## config.mk

```make
export PLATFORM = sky130hd
export DESIGN_NAME = frame_sync_pulse_port
export DESIGN_NICKNAME = d
export VERILOG_FILES = /design/src/pulse_sync.v /design/src/frame_sync_pulse_port.v
export VERILOG_INCLUDE_DIRS = /design/src /design/src/src
export SDC_FILE = /design/constraint.sdc
export NUM_CORES = 1
export LEC_CHECK = 0
export CORE_MARGIN = 4
export CORE_UTILIZATION = 38
export DETAILED_ROUTE_END_ITERATION = 8
export DONT_BUFFER_PORTS = 1
export PLACE_DENSITY = 0.5
export REMOVE_ABC_BUFFERS = 1
export SYNTH_ARGS = -nofsm -noshare
export SYNTH_HDL_FRONTEND = slang
export SYNTH_SLANG_ARGS = --single-unit
```

## constraint.sdc

```tcl
create_clock -name clk -period 2.8 [get_ports clk]
set_input_delay 0.28 -clock clk [delete_from_list [all_inputs] [get_ports clk]]
set_output_delay 0.28 -clock clk [all_outputs]
set_load 0.02 [all_outputs]
```

## src/frame_sync_defines.vh

```
/*
  Constants for the frame-synchronisation pulse port: pulse widths and
  frame period as times and as cycle counts, multiframe length in frames.
  Assumes the including module runs on a 10 MHz clock.
*/
// Notes on behaviour
// - Frame number zero modulo 256 has a 2 to 5 ms pulse, seen as marker.
// - Each reference falling edge starts a radio frame, giving 10 ms frames.
// - Marker falling edge restarts the 256-frame multiframe at frame number zero.
// - Falling edge to frame start takes no more than 500 ns.
// - Frame timing follows the reference only once the input is valid.
// - While input is valid, the same pulse train is repeated on the output.
`ifndef FRAME_SYNC_DEFINES_VH
`define FRAME_SYNC_DEFINES_VH

`define FS_CLK_HZ          10000000
`define FS_SHORT_MIN_NS    5000
`define FS_SHORT_MAX_NS    1000000
`define FS_LONG_MIN_NS     2000000
`define FS_LONG_MAX_NS     5000000
`define FS_FRAME_NS        10000000
`define FS_PERIOD_TOL_NS   100000
`define FS_LATENCY_NS      500
// Least times round up, longest times round down.
`define FS_CYC_UP(ns)      ((((ns) * 64'd10) + 64'd999) / 64'd1000)
`define FS_CYC_DN(ns)      (((ns) * 64'd10) / 64'd1000)
`define FS_SHORT_MIN_CYC   `FS_CYC_UP(`FS_SHORT_MIN_NS)
`define FS_SHORT_MAX_CYC   `FS_CYC_DN(`FS_SHORT_MAX_NS)
`define FS_LONG_MIN_CYC    `FS_CYC_UP(`FS_LONG_MIN_NS)
`define FS_LONG_MAX_CYC    `FS_CYC_DN(`FS_LONG_MAX_NS)
`define FS_FRAME_CYC       `FS_CYC_DN(`FS_FRAME_NS)
`define FS_TOL_CYC         `FS_CYC_DN(`FS_PERIOD_TOL_NS)
`define FS_LATENCY_CYC     `FS_CYC_DN(`FS_LATENCY_NS)
`define FS_FRAMES_PER_MF   256
`define FS_GOOD_PULSES     3

`endif

```

## src/pulse_sync.v

```verilog
/*
  Two-stage synchroniser for one level from outside the clock domain.
  Assumes clk is free running and rst_b is asynchronous active low.
*/
`timescale 1ns/1ps
`default_nettype none
module pulse_sync (
  input  wire clk,
  input  wire rst_b,
  input  wire clk_en,
  input  wire d_in,
  output reg  q_out
);
  reg meta_r;

  // First stage is read only by the second stage.
  always @(posedge clk or negedge rst_b) begin
    if (!rst_b) begin
      meta_r <= 1'b0;
      q_out  <= 1'b0;
    end else if (clk_en) begin
      meta_r <= d_in;
      q_out  <= meta_r;
    end
  end
endmodule
`default_nettype wire

```

## src/frame_sync_pulse_port.v

```verilog
/*
  Frame-synchronisation pulse port: measures the incoming reference
  pulses, classifies ordinary and multiframe pulses, declares the input
  valid, aligns local frame timing and regenerates the pulse train.
  Assumes a 10 MHz clock, asynchronous active-low reset and a reference
  pin that is asynchronous to clk.
*/
`timescale 1ns/1ps
`default_nettype none
`include "frame_sync_defines.vh"
module frame_sync_pulse_port #(
  parameter CNT_W        = 17,
  parameter FRAME_CYC    = `FS_FRAME_CYC,
  parameter SHORT_MIN    = `FS_SHORT_MIN_CYC,
  parameter SHORT_MAX    = `FS_SHORT_MAX_CYC,
  parameter LONG_MIN     = `FS_LONG_MIN_CYC,
  parameter LONG_MAX     = `FS_LONG_MAX_CYC,
  parameter TOL_CYC      = `FS_TOL_CYC,
  parameter GOOD_PULSES  = `FS_GOOD_PULSES
) (
  input  wire       clk,
  input  wire       rst_b,
  input  wire       clk_en,
  input  wire       sync_in,
  output reg        sync_out,
  output reg        ref_valid,
  output reg        frame_start,
  output reg        multiframe_start,
  output reg  [7:0] cell_frame_number
);
  // Counts are cut to the counter width on purpose; CNT_W must hold the largest one.
  localparam [CNT_W-1:0] FRAME_C  = FRAME_CYC[CNT_W-1:0];
  localparam [CNT_W-1:0] SMIN_C   = SHORT_MIN[CNT_W-1:0];
  localparam [CNT_W-1:0] SMAX_C   = SHORT_MAX[CNT_W-1:0];
  localparam [CNT_W-1:0] LMIN_C   = LONG_MIN[CNT_W-1:0];
  localparam [CNT_W-1:0] LMAX_C   = LONG_MAX[CNT_W-1:0];
  localparam [CNT_W-1:0] TOL_C    = TOL_CYC[CNT_W-1:0];
  localparam [CNT_W-1:0] PER_LO_C = FRAME_C - TOL_C;
  localparam [CNT_W-1:0] PER_HI_C = FRAME_C + TOL_C;
  localparam [CNT_W-1:0] ONE_C    = 1;
  localparam [3:0]       GOOD_C   = GOOD_PULSES[3:0];

  // Acquisition state codes.
  localparam [1:0] ST_SEARCH = 2'h0;
  localparam [1:0] ST_COUNT  = 2'h1;
  localparam [1:0] ST_LOCKED = 2'h2;

  wire             in_s;
  reg              in_d_r;
  reg  [CNT_W-1:0] width_r;
  reg  [CNT_W-1:0] period_r;
  reg  [1:0]       state_r;
  reg  [1:0]       state_nxt;
  reg  [3:0]       good_r;
  reg  [3:0]       good_nxt;
  reg              marker_seen_r;
  reg              marker_seen_nxt;

  //////////////////////////////////////////////////////////////////////////
  // Pin synchroniser and edge detection.

  // The reference pin is brought into the clock domain first.
  pulse_sync u_sync (
    .clk   (clk),
    .rst_b (rst_b),
    .clk_en(clk_en),
    .d_in  (sync_in),
    .q_out (in_s)
  );

  wire rise = in_s & ~in_d_r;
  wire fall = ~in_s & in_d_r;

  // Width of the current pulse and time since the last falling edge.
  wire short_ok = (width_r >= SMIN_C) && (width_r <= SMAX_C);
  wire long_ok  = (width_r >= LMIN_C) && (width_r <= LMAX_C);
  wire width_ok = short_ok | long_ok;
  wire per_ok   = (period_r >= PER_LO_C) && (period_r <= PER_HI_C);
  // Pulse stuck high too long or no falling edge inside the period window.
  wire width_bad = in_s && (width_r > LMAX_C);
  wire missing   = (period_r > PER_HI_C);
  wire pulse_err = (fall && (!width_ok || !per_ok)) || width_bad || missing;

  //////////////////////////////////////////////////////////////////////////
  // Measurement counters.

  // Counters saturate so a dead input cannot wrap back into range.
  always @(posedge clk or negedge rst_b) begin
    if (!rst_b) begin
      in_d_r   <= 1'b0;
      width_r  <= {CNT_W{1'b0}};
      period_r <= {CNT_W{1'b0}};
    end else if (clk_en) begin
      in_d_r <= in_s;
      if (rise)
        width_r <= ONE_C;
      else if (in_s && width_r != {CNT_W{1'b1}})
        width_r <= width_r + ONE_C;
      if (fall)
        period_r <= ONE_C;
      else if (period_r != {CNT_W{1'b1}})
        period_r <= period_r + ONE_C;
    end
  end

  //////////////////////////////////////////////////////////////////////////
  // Acquisition state machine.

  // Needs GOOD_PULSES well spaced pulses with a marker among them.
  always @* begin
    state_nxt       = state_r;
    good_nxt        = good_r;
    marker_seen_nxt = marker_seen_r;
    case (state_r)
      ST_SEARCH: begin
        good_nxt        = 4'h0;
        marker_seen_nxt = 1'b0;
        if (fall && width_ok) begin
          state_nxt       = ST_COUNT;
          good_nxt        = 4'h1;
          marker_seen_nxt = long_ok;
        end
      end
      ST_COUNT: begin
        if (pulse_err) begin
          state_nxt = ST_SEARCH;
        end else if (fall) begin
          good_nxt        = (good_r == 4'hf) ? good_r : good_r + 4'h1;
          marker_seen_nxt = marker_seen_r | long_ok;
          if (good_nxt >= GOOD_C && marker_seen_nxt)
            state_nxt = ST_LOCKED;
        end
      end
      ST_LOCKED: begin
        if (pulse_err)
          state_nxt = ST_SEARCH;
      end
      default: state_nxt = ST_SEARCH;
    endcase
  end

  always @(posedge clk or negedge rst_b) begin
    if (!rst_b) begin
      state_r       <= ST_SEARCH;
      good_r        <= 4'h0;
      marker_seen_r <= 1'b0;
    end else if (clk_en) begin
      state_r       <= state_nxt;
      good_r        <= good_nxt;
      marker_seen_r <= marker_seen_nxt;
    end
  end

  //////////////////////////////////////////////////////////////////////////
  // Frame timing and regenerated output.

  // The locking edge itself already counts as aligned.
  wire aligned = (state_nxt == ST_LOCKED);

  // Outputs are all registered; frame start follows the edge within 500 ns.
  always @(posedge clk or negedge rst_b) begin
    if (!rst_b) begin
      sync_out          <= 1'b0;
      ref_valid         <= 1'b0;
      frame_start       <= 1'b0;
      multiframe_start  <= 1'b0;
      cell_frame_number <= 8'h00;
    end else if (clk_en) begin
      ref_valid        <= aligned;
      sync_out         <= aligned & in_s;
      frame_start      <= 1'b0;
      multiframe_start <= 1'b0;
      if (fall && aligned) begin
        frame_start <= 1'b1;
        if (long_ok) begin
          multiframe_start  <= 1'b1;
          cell_frame_number <= 8'h00;
        end else begin
          cell_frame_number <= cell_frame_number + 8'h01;
        end
      end
    end
  end
endmodule
`default_nettype wire

```

==> summary.log, run 1 <==
qor: timing.fin_worst_skew 0.0174 ns
qor: floorplan.row_count 33
qor: drt.route.detailed.drc 0
qor: logic_synthesis.postSynthRegisterBits 56
qor: timing.timing.fmax 0.379 GHz
qor: place.placement.setup.worst_slack -0.00592 ns
qor: layout.num_antenna_cells 0
qor: clock_tree.cts_buffers 5
qor: timing.finalCriticalPeriod 2.64 ns
qor: logic_synthesis.synth.yosys.warnings 0
qor: drt.antenna_violating_nets_post_route 0
qor: pwr.power_leakage 1.62 nW
qor: drt.routed-via-count 2700
qor: drt.detail_route.first_pass.iterations 4
qor: logic_synthesis.synth_flop_cell dfrtp_1
qor: logic_synthesis.post_synth_instance_area 3290 µm²
qor: timing.setup_viol 0
qor: pwr.net-switching-power 0.636 mW
qor: grt.grt_start_max_net_pins 57
qor: logic_synthesis.synthesis.instances 371
qor: setup_path.critical_path.startpoint_type register
qor: clock_tree.cts-root-buf clkbuf_8
qor: logic_synthesis.edff_count_synth 0
qor: logic_synthesis.post_synth_num_cell_types 50
qor: grt.globalRouteMet1Util 21.5%
qor: timing.timing.final.crit_share 94.2%
qor: run_status.outcome finished, final reports clean
qor: clock_tree.cts_tree built
qor: pwr.pwr-share-comb 23.6%
qor: pwr.power.sequential.fraction 51.5%
qor: clock_tree.cts_post_setup_buffers_inserted 0
qor: grt.grt.total_usage 15.7%
qor: drt.wire_per_inst 15.5 µm
qor: drt.wl 7630 µm
qor: clock_tree.cts_htree_levels 2
qor: pwr.internal_power 1.28 mW
qor: clock_tree.worst_setup_hold_path_clk_slew 0.12 ns
qor: drt.via_per_inst 5.48
qor: timing.setup_repair_after_global_routing_missed_its_margin false
qor: floorplan.die_area 10200 µm²
qor: place.buffer_ports.inserted 0
qor: floorplan.die_height 101 µm
qor: setup_path.worst_setup_path_end_kind register
qor: logic_synthesis.ys_seq_area_share 42.6%
qor: grt.met3_track_demand_over_resource_in_global_routing 2.63%
qor: grt.antenna_violations_before_repair 0
qor: timing.finalHoldViolations 0
qor: layout.final.fill_count 821
qor: place.detailedPlacementHpwl 5380 µm
qor: logic_synthesis.syn_area_per_cell 8.88 µm²
qor: timing.report.final.slew_viol_count 0
qor: setup_path.critPathMaxFanout 8
qor: grt.via_count_of_the_first_global_routing_pass 2642
qor: timing.totalNegativeSetupSlack 0 ns
qor: timing.max_slew.worst_pin.slew 0.536 ns
qor: place.place_congestion 0.817
qor: pwr.power-per-cell-area 520 nW/µm²
qor: clock_tree.clock_insertion_delay_worst_skew 0.32 ns
qor: flow_run.maxCapViolations 0
qor: floorplan.core-area 8340 µm²
qor: setup_path.critical_path_data_arrival_time 2.86 ns
qor: clock_tree.max-clock-path-buffers 2
qor: pwr.ir_worst_vdd 0.268 mV
qor: pwr.clockPowerShare 24.9%
qor: timing.slew_headroom 63.3%
qor: pwr.power.switching_fraction 33.2%
qor: grt.globalRoute.busiestLayer met2
qor: floorplan.die_w 101 µm
qor: worst_hold_path.min_path_type in -> reg
qor: setup_path.required 3.02 ns
qor: layout.post_route_cells_drive_above_1_share 11.6%
qor: clock_tree.clkSinkCount 56
qor: grt.gr-usage-met2 25.8%
qor: floorplan.io-pin-count 16
qor: layout.finish.net_count 399
qor: timing.setup_ws 0.162 ns
qor: drt.drt_first_iter_violations 88
qor: grt.grt.overflow.total 0
qor: logic_synthesis.fraction_of_registers_with_async_set_reset 100%
qor: floorplan.starting_density 39.5%
qor: pwr.post-layout-total-power 1.91 mW
qor: grt.grt_first_pass_wirelength 13100 µm
qor: setup_path.classification_of_the_worst_setup_path reg -> reg
qor: layout.layout-area-overhead-vs-synth 11.6%
## cell usage in the layout (no fill, tap or decap), types with 4 or more instances in the layout
| cell | Yosys | routed |
|---|---|---|
| a21oi_1 | 12 | 12 |
| and2_1 | 5 | 5 |
| and3_1 | 10 | 10 |
| buf_4 | 0 | 25 |
| clkbuf_8 | 0 | 5 |
| dfrtp_1 | 56 | 56 |
| ha_1 | 8 | 8 |
| inv_1 | 20 | 20 |
| nand2_1 | 28 | 28 |
| nand3_1 | 26 | 26 |
| nand4_1 | 13 | 13 |
| nor2_1 | 49 | 49 |
| nor2b_1 | 7 | 7 |
| nor3_1 | 9 | 9 |
| o21ai_0 | 15 | 15 |
| o22ai_1 | 4 | 4 |
| o41ai_1 | 14 | 14 |
| xnor2_1 | 9 | 9 |
| xor2_1 | 17 | 17 |
## critical path, cell delays in order, from the launching register on
cell and delay (ns):
dfrtp_1 0.40, or4_4 0.59, a311oi_4 0.31, o21ai_0 0.15
a221o_1 0.35, or3_4 0.40, o41ai_1 0.33
## per-stage QoR
stage | cell area, µm² | utilization [%] | instances | hold WS [ns]
finish | 3680 | 44.1 | 493 | 0.0419
global route | 3680 | 44.1 | 493 | 0.0230
CTS | 3680 | 44.1 | 493 | 0.0309
detailed placement | 3520 | 42.2 | 483 | -0.0140
global placement | 3520 | 42.2 | 483 | -0.0142
floorplan | 3200 | - | 353 | -0.0156
## power by group through the flow
stage | logic [mW] | registers (mW) | clock network (mW)
2_1_floorplan | 0.278 | 0.988 | 0
3_3_place_gp | 0.426 | 1.00 | 0
3_5_place_dp | 0.426 | 0.999 | 0
4_1_cts | 0.454 | 0.985 | 0.491
5_1_grt | 0.508 | 1.00 | 0.524
6_report | 0.451 | 0.985 | 0.476
## state kept, by name, indices dropped and copies added (netlist names)
register           count
width_r               17
u_sync.meta_r          1
frame_start            1
u_sync.q_out           1
cell_frame_number      8
marker_seen_r          1
good_r                 4
state_r                2
ref_valid              1
period_r              17
multiframe_start       1
sync_out               1
in_d_r                 1
## Yosys cell counts, types with 2 or more instances
cell type | n | share of area [%]
dfrtp_1 | 56 | 43
nor2_1 | 49 | 5.6
nand2_1 | 28 | 3.2
nand3_1 | 26 | 4.0
inv_1 | 20 | 2.3
xor2_1 | 17 | 4.5
o21ai_0 | 15 | 2.3
clkbuf_1 | 14 | 1.6
o41ai_1 | 14 | 3.7
nand4_1 | 13 | 2.5
a21oi_1 | 12 | 1.8
and3_1 | 10 | 1.9
nor3_1 | 9 | 1.4
xnor2_1 | 9 | 2.4
ha_1 | 8 | 3.0
nor2b_1 | 7 | 1.3
and2_1 | 5 | 0.95
o22ai_1 | 4 | 0.76
or3_1 | 4 | 0.76
a2111oi_0 | 3 | 0.80
a21o_1 | 3 | 0.68
and4_1 | 3 | 0.80
buf_6 | 3 | 1.0
mux2_2 | 3 | 1.0
nor3b_1 | 3 | 0.68
nor4_1 | 3 | 0.57
a211oi_1 | 2 | 0.46
a21bo_2 | 2 | 0.61
a21boi_0 | 2 | 0.46
a41oi_1 | 2 | 0.53
nand2b_1 | 2 | 0.38
o21bai_1 | 2 | 0.46
## layout make-up
class,instances,area (µm²),area share (%)
Clock inverter,3,23.8,0.647
Timing Repair Buffer,27,225,6.13
Multi-Input combinational cell,277,1750,47.6
Clock buffer,5,68.8,1.87
Inverter,20,75.1,2.04
Sequential cell,56,1400,38.1
Tap cell,105,131,3.57
## cell families (layout without fill, tap and decap cells)
| group | Yosys count | count (layout) | synth area share (%) |
|---|---|---|---|
| simple gates | 167 | 167 | 25.3 |
| buf+inv | 38 | 55 | 5.05 |
| mux | 5 | 5 | 1.67 |
| compound gates | 71 | 71 | 15.4 |
| xor+xnor | 26 | 26 | 6.91 |
| fa+ha+maj | 8 | 8 | 3.04 |
| flops | 56 | 56 | 42.6 |
## layer usage
layer  vias to the layer above  wire length, µm
li1                       1357                -
met1                      1312             3790
met2                        24             3600
met3                         7              142
met4                         0               91
met5                         -                0
## what timing repair did
action	4_1_cts	5_1_grt
pin swaps	0	2
gates resized for setup	3	0
endpoints found under the setup margin	6	7
endpoints found under the hold margin	56	0
hold buffers	2	0
## worst paths after layout
path | startpoint | end | slack, ns | cells after the start
max in group asynchronous | rst_b | width_r[0] | 2.06 | 2
min | clk_en | state_r[1] | 0.04 | 1
max reg2reg | width_r[12] | cell_frame_number[7] | 0.16 | 6
max | width_r[12] | cell_frame_number[7] | 0.16 | 6
min in group asynchronous | rst_b | cell_frame_number[4] | 0.47 | 2
min reg2reg | period_r[0] | period_r[0] | 0.54 | 1
(Power assumes the default switching activity.)
==> inputs of run 2 (changes only) <==
Settings changed: SYNTH_HIERARCHICAL set to 1.
==> run 2 against run 1 <==
Non-clock buffer count shrank 3. Utilization is 0.062 points higher. Clock skew is 0.0078 ns lower. Via count about the same. Power fell by 6.6%. Final cell count stayed put. Count of clock-buffer cells in the layout stayed put. Sequential cell count did not move. Worst setup slack improved by 0.061 ns. Combinational power shrank 17%. Cell area is 0.85% lower.
==> summary.log, run 2 <==
qor: run_status.outcome finished, final reports clean
qor: grt.grt.overflow.total 0
qor: place.buffer_ports.inserted 0
qor: layout.layout_top_registers period_r: 17 flops, width_r: 17 flops, cell_frame_number: 8 flops
qor: logic_synthesis.post_synth_num_cell_types 57
qor: drt.antenna_violating_nets_post_route 0
qor: logic_synthesis.ys_seq_area_share 43.1%
qor: layout.num_antenna_cells 0
qor: layout.finish.net_count 399
qor: floorplan.die_w 101 µm
qor: layout.mostFrequentLayoutCell dfrtp_1
qor: grt.via_count_of_the_first_global_routing_pass 2692
qor: logic_synthesis.synthesis.instances 367
qor: timing.max_slew.worst_pin.slew 0.918 ns
qor: drt.via_per_inst 5.47
qor: floorplan.die_area 10100 µm²
qor: logic_synthesis.syn_area_per_cell 8.87 µm²
qor: place.place_congestion 0.803
qor: pwr.power_leakage 1.57 nW
qor: logic_synthesis.yosysMostFrequentCell dfrtp_1
qor: logic_synthesis.synth.yosys.warnings 6
qor: logic_synthesis.synth_top_cell_by_area dfrtp_1
qor: drt.drt_first_iter_violations 90
qor: drt.wire_per_inst 15.2 µm
qor: timing.timing.final.crit_share 92.0%
qor: flow_run.maxCapViolations 0
qor: place.detailedPlacementHpwl 5560 µm
qor: clock_tree.cts_post_setup_buffers_inserted 0
qor: logic_synthesis.synth_top_cell_area_share 43.1%
qor: worst_hold_path.min_path_type in -> reg
qor: floorplan.io-pin-count 16
qor: timing.setup_ws 0.223 ns
qor: clock_tree.cts_htree_levels 2
qor: timing.timing.fmax 0.388 GHz
qor: floorplan.row_count 33
qor: timing.report.final.slew_viol_count 0
qor: timing.setup_viol 0
qor: setup_path.worst_setup_path_end_kind register
qor: layout.finish.cell_count_without_fillers 493
qor: layout.layout-area-overhead-vs-synth 12.0%
qor: grt.grt.total_usage 16.2%
qor: setup_path.critPathMaxFanout 7
qor: grt.grt_start_max_net_pins 57
qor: floorplan.starting_density 39.4%
qor: setup_path.critical_path.startpoint_type register
qor: timing.finalCriticalPeriod 2.58 ns
qor: grt.antenna_violations_before_repair 0
qor: drt.detail_route.first_pass.iterations 4
qor: timing.fin_worst_skew 0.00955 ns
qor: logic_synthesis.post_synth_instance_area 3250 µm²
qor: clock_tree.cts_buffers 5
qor: clock_tree.worst_setup_hold_path_clk_slew 0.11 ns
qor: setup_path.worstSetupStartpoint period_r[8]
qor: clock_tree.clkSinkCount 56
qor: floorplan.core-area 8260 µm²
qor: clock_tree.max-clock-path-buffers 2
qor: timing.totalNegativeSetupSlack 0 ns
qor: drt.wl 7480 µm
qor: logic_synthesis.fraction_of_registers_with_async_set_reset 100%
qor: layout.mostFrequentLayoutCells dfrtp_1, nor2_1, nand2_1, o21ai_0, buf_4
qor: drt.route.detailed.drc 0
qor: logic_synthesis.synth_flop_cell dfrtp_1
qor: logic_synthesis.ys_top_cells_by_area dfrtp_1, nor2_1, nand2_1
qor: setup_path.startpoint_of_the_most_critical_register_to_register_path period_r[8]
qor: worst_hold_path.hold_path_start clk_en
qor: layout.post_route_cells_drive_above_1_share 10.6%
qor: logic_synthesis.edff_count_synth 0
qor: floorplan.die_height 101 µm
qor: place.dpl.cell_count 483
qor: pwr.ir_worst_vdd 0.272 mV
qor: clock_tree.cts_tree built
qor: timing.finalHoldViolations 0
qor: clock_tree.clock_insertion_delay_worst_skew 0.32 ns
qor: timing.setup_repair_after_global_routing_missed_its_margin true
qor: setup_path.required 3.04 ns
qor: clock_tree.cts-root-buf clkbuf_8
qor: grt.grt_first_pass_wirelength 13300 µm
qor: timing.slew_headroom 38.6%
qor: pwr.power-per-cell-area 490 nW/µm²
qor: drt.routed-via-count 2699
qor: place.placement.setup.worst_slack 0.206 ns
qor: setup_path.critical_path_data_arrival_time 2.81 ns
qor: logic_synthesis.postSynthRegisterBits 56
qor: setup_path.classification_of_the_worst_setup_path reg -> reg
qor: logic_synthesis.synth.cells.most_frequent dfrtp_1, nor2_1, nand2_1
[run 2: cell count changes in the layout (fill, tap and decap cells not counted), sizes merged, moves of 4 or more]
cell	before	now
nor3	9	14
nand4	13	9
nor2b	7	3
nand2	28	35
nor2	49	43
o31ai	0	6
or3	4	10
o21ai	15	27
o41ai	14	1
nand2b	2	9
inv	20	16
nand3	26	19
[run 2: metal layers]
metal / vias up / GRT usage (%) / wire [µm]
met2: 23 / 26.6 / 3580
met4: 0 / 3.94 / 79
met5: - / 0 / 0
li1: 1364 / - / -
met3: 8 / 2.42 / 148
met1: 1304 / 22.5 / 3670
[run 2: critical path: stages (launching register included)]
cell and delay (ns):
dfrtp_1 0.39, buf_4 0.15, or4_1 0.56, o31ai_1 0.26, nand2_1 0.11, a21oi_1 0.25, nand3b_4 0.14, or4_1 0.40
a211oi_1 0.23
[run 2: cells by family after synthesis]
group / count (synthesis) / share of synthesized area [%]
buffers and inverters: 27 / 3.38
XOR/XNOR: 21 / 5.65
adder cells (fa/ha/maj): 8 / 3.08
AND/OR/NAND/NOR: 173 / 27.4
flip-flops: 56 / 43.1
AO/OA/AOI/OAI: 79 / 16.4
multiplexers: 3 / 1.04
[run 2: power by group]
| group | total [mW] | switching [mW] | internal (mW) |
|---|---|---|---|
| Clock | 0.474 | 0.289 | 0.184 |
| Combinational | 0.376 | 0.220 | 0.155 |
| Sequential | 0.936 | 0.0644 | 0.871 |
[run 2: metrics by stage]
stage	area, µm²	utilization [%]	hold slack (ns)	total power [mW]
floorplan	3200	-	-0.0156	1.16
global placement	3500	42.4	-0.0125	1.31
detailed placement	3500	42.4	-0.0126	1.31
CTS	3630	44.0	0.0283	1.82
global route	3640	44.1	0.0270	1.91
finish	3640	44.1	0.0483	1.79
[run 2: layout make-up]
cell class / instances / area, µm²
Inverter: 16 / 60.1
Tap cell: 105 / 131
Multi-Input combinational cell: 284 / 1750
Fill cell: 865 / 4610
Sequential cell: 56 / 1400
Timing Repair Buffer: 24 / 203
Clock buffer: 5 / 68.8
Clock inverter: 3 / 27.5
[run 2: worst paths after layout]
| kind | cells after the start | slack, ns | endpoint |
|---|---|---|---|
| min in group asynchronous | 2 | 0.47 | period_r[8] |
| setup reg to reg | 8 | 0.22 | good_r[3] |
| max in group asynchronous | 2 | 2.09 | state_r[0] |
| hold / removal | 1 | 0.05 | state_r[1] |
| setup / recovery | 8 | 0.22 | good_r[3] |
| hold reg to reg | 1 | 0.51 | u_sync/q_out |
[run 2: what timing repair did]
item / CTS / global route
gates resized for setup: 0 / 2
hold buffers: 2 / 0
endpoints found under the hold margin: 56 / 0
setup endpoints to repair: 0 / 6
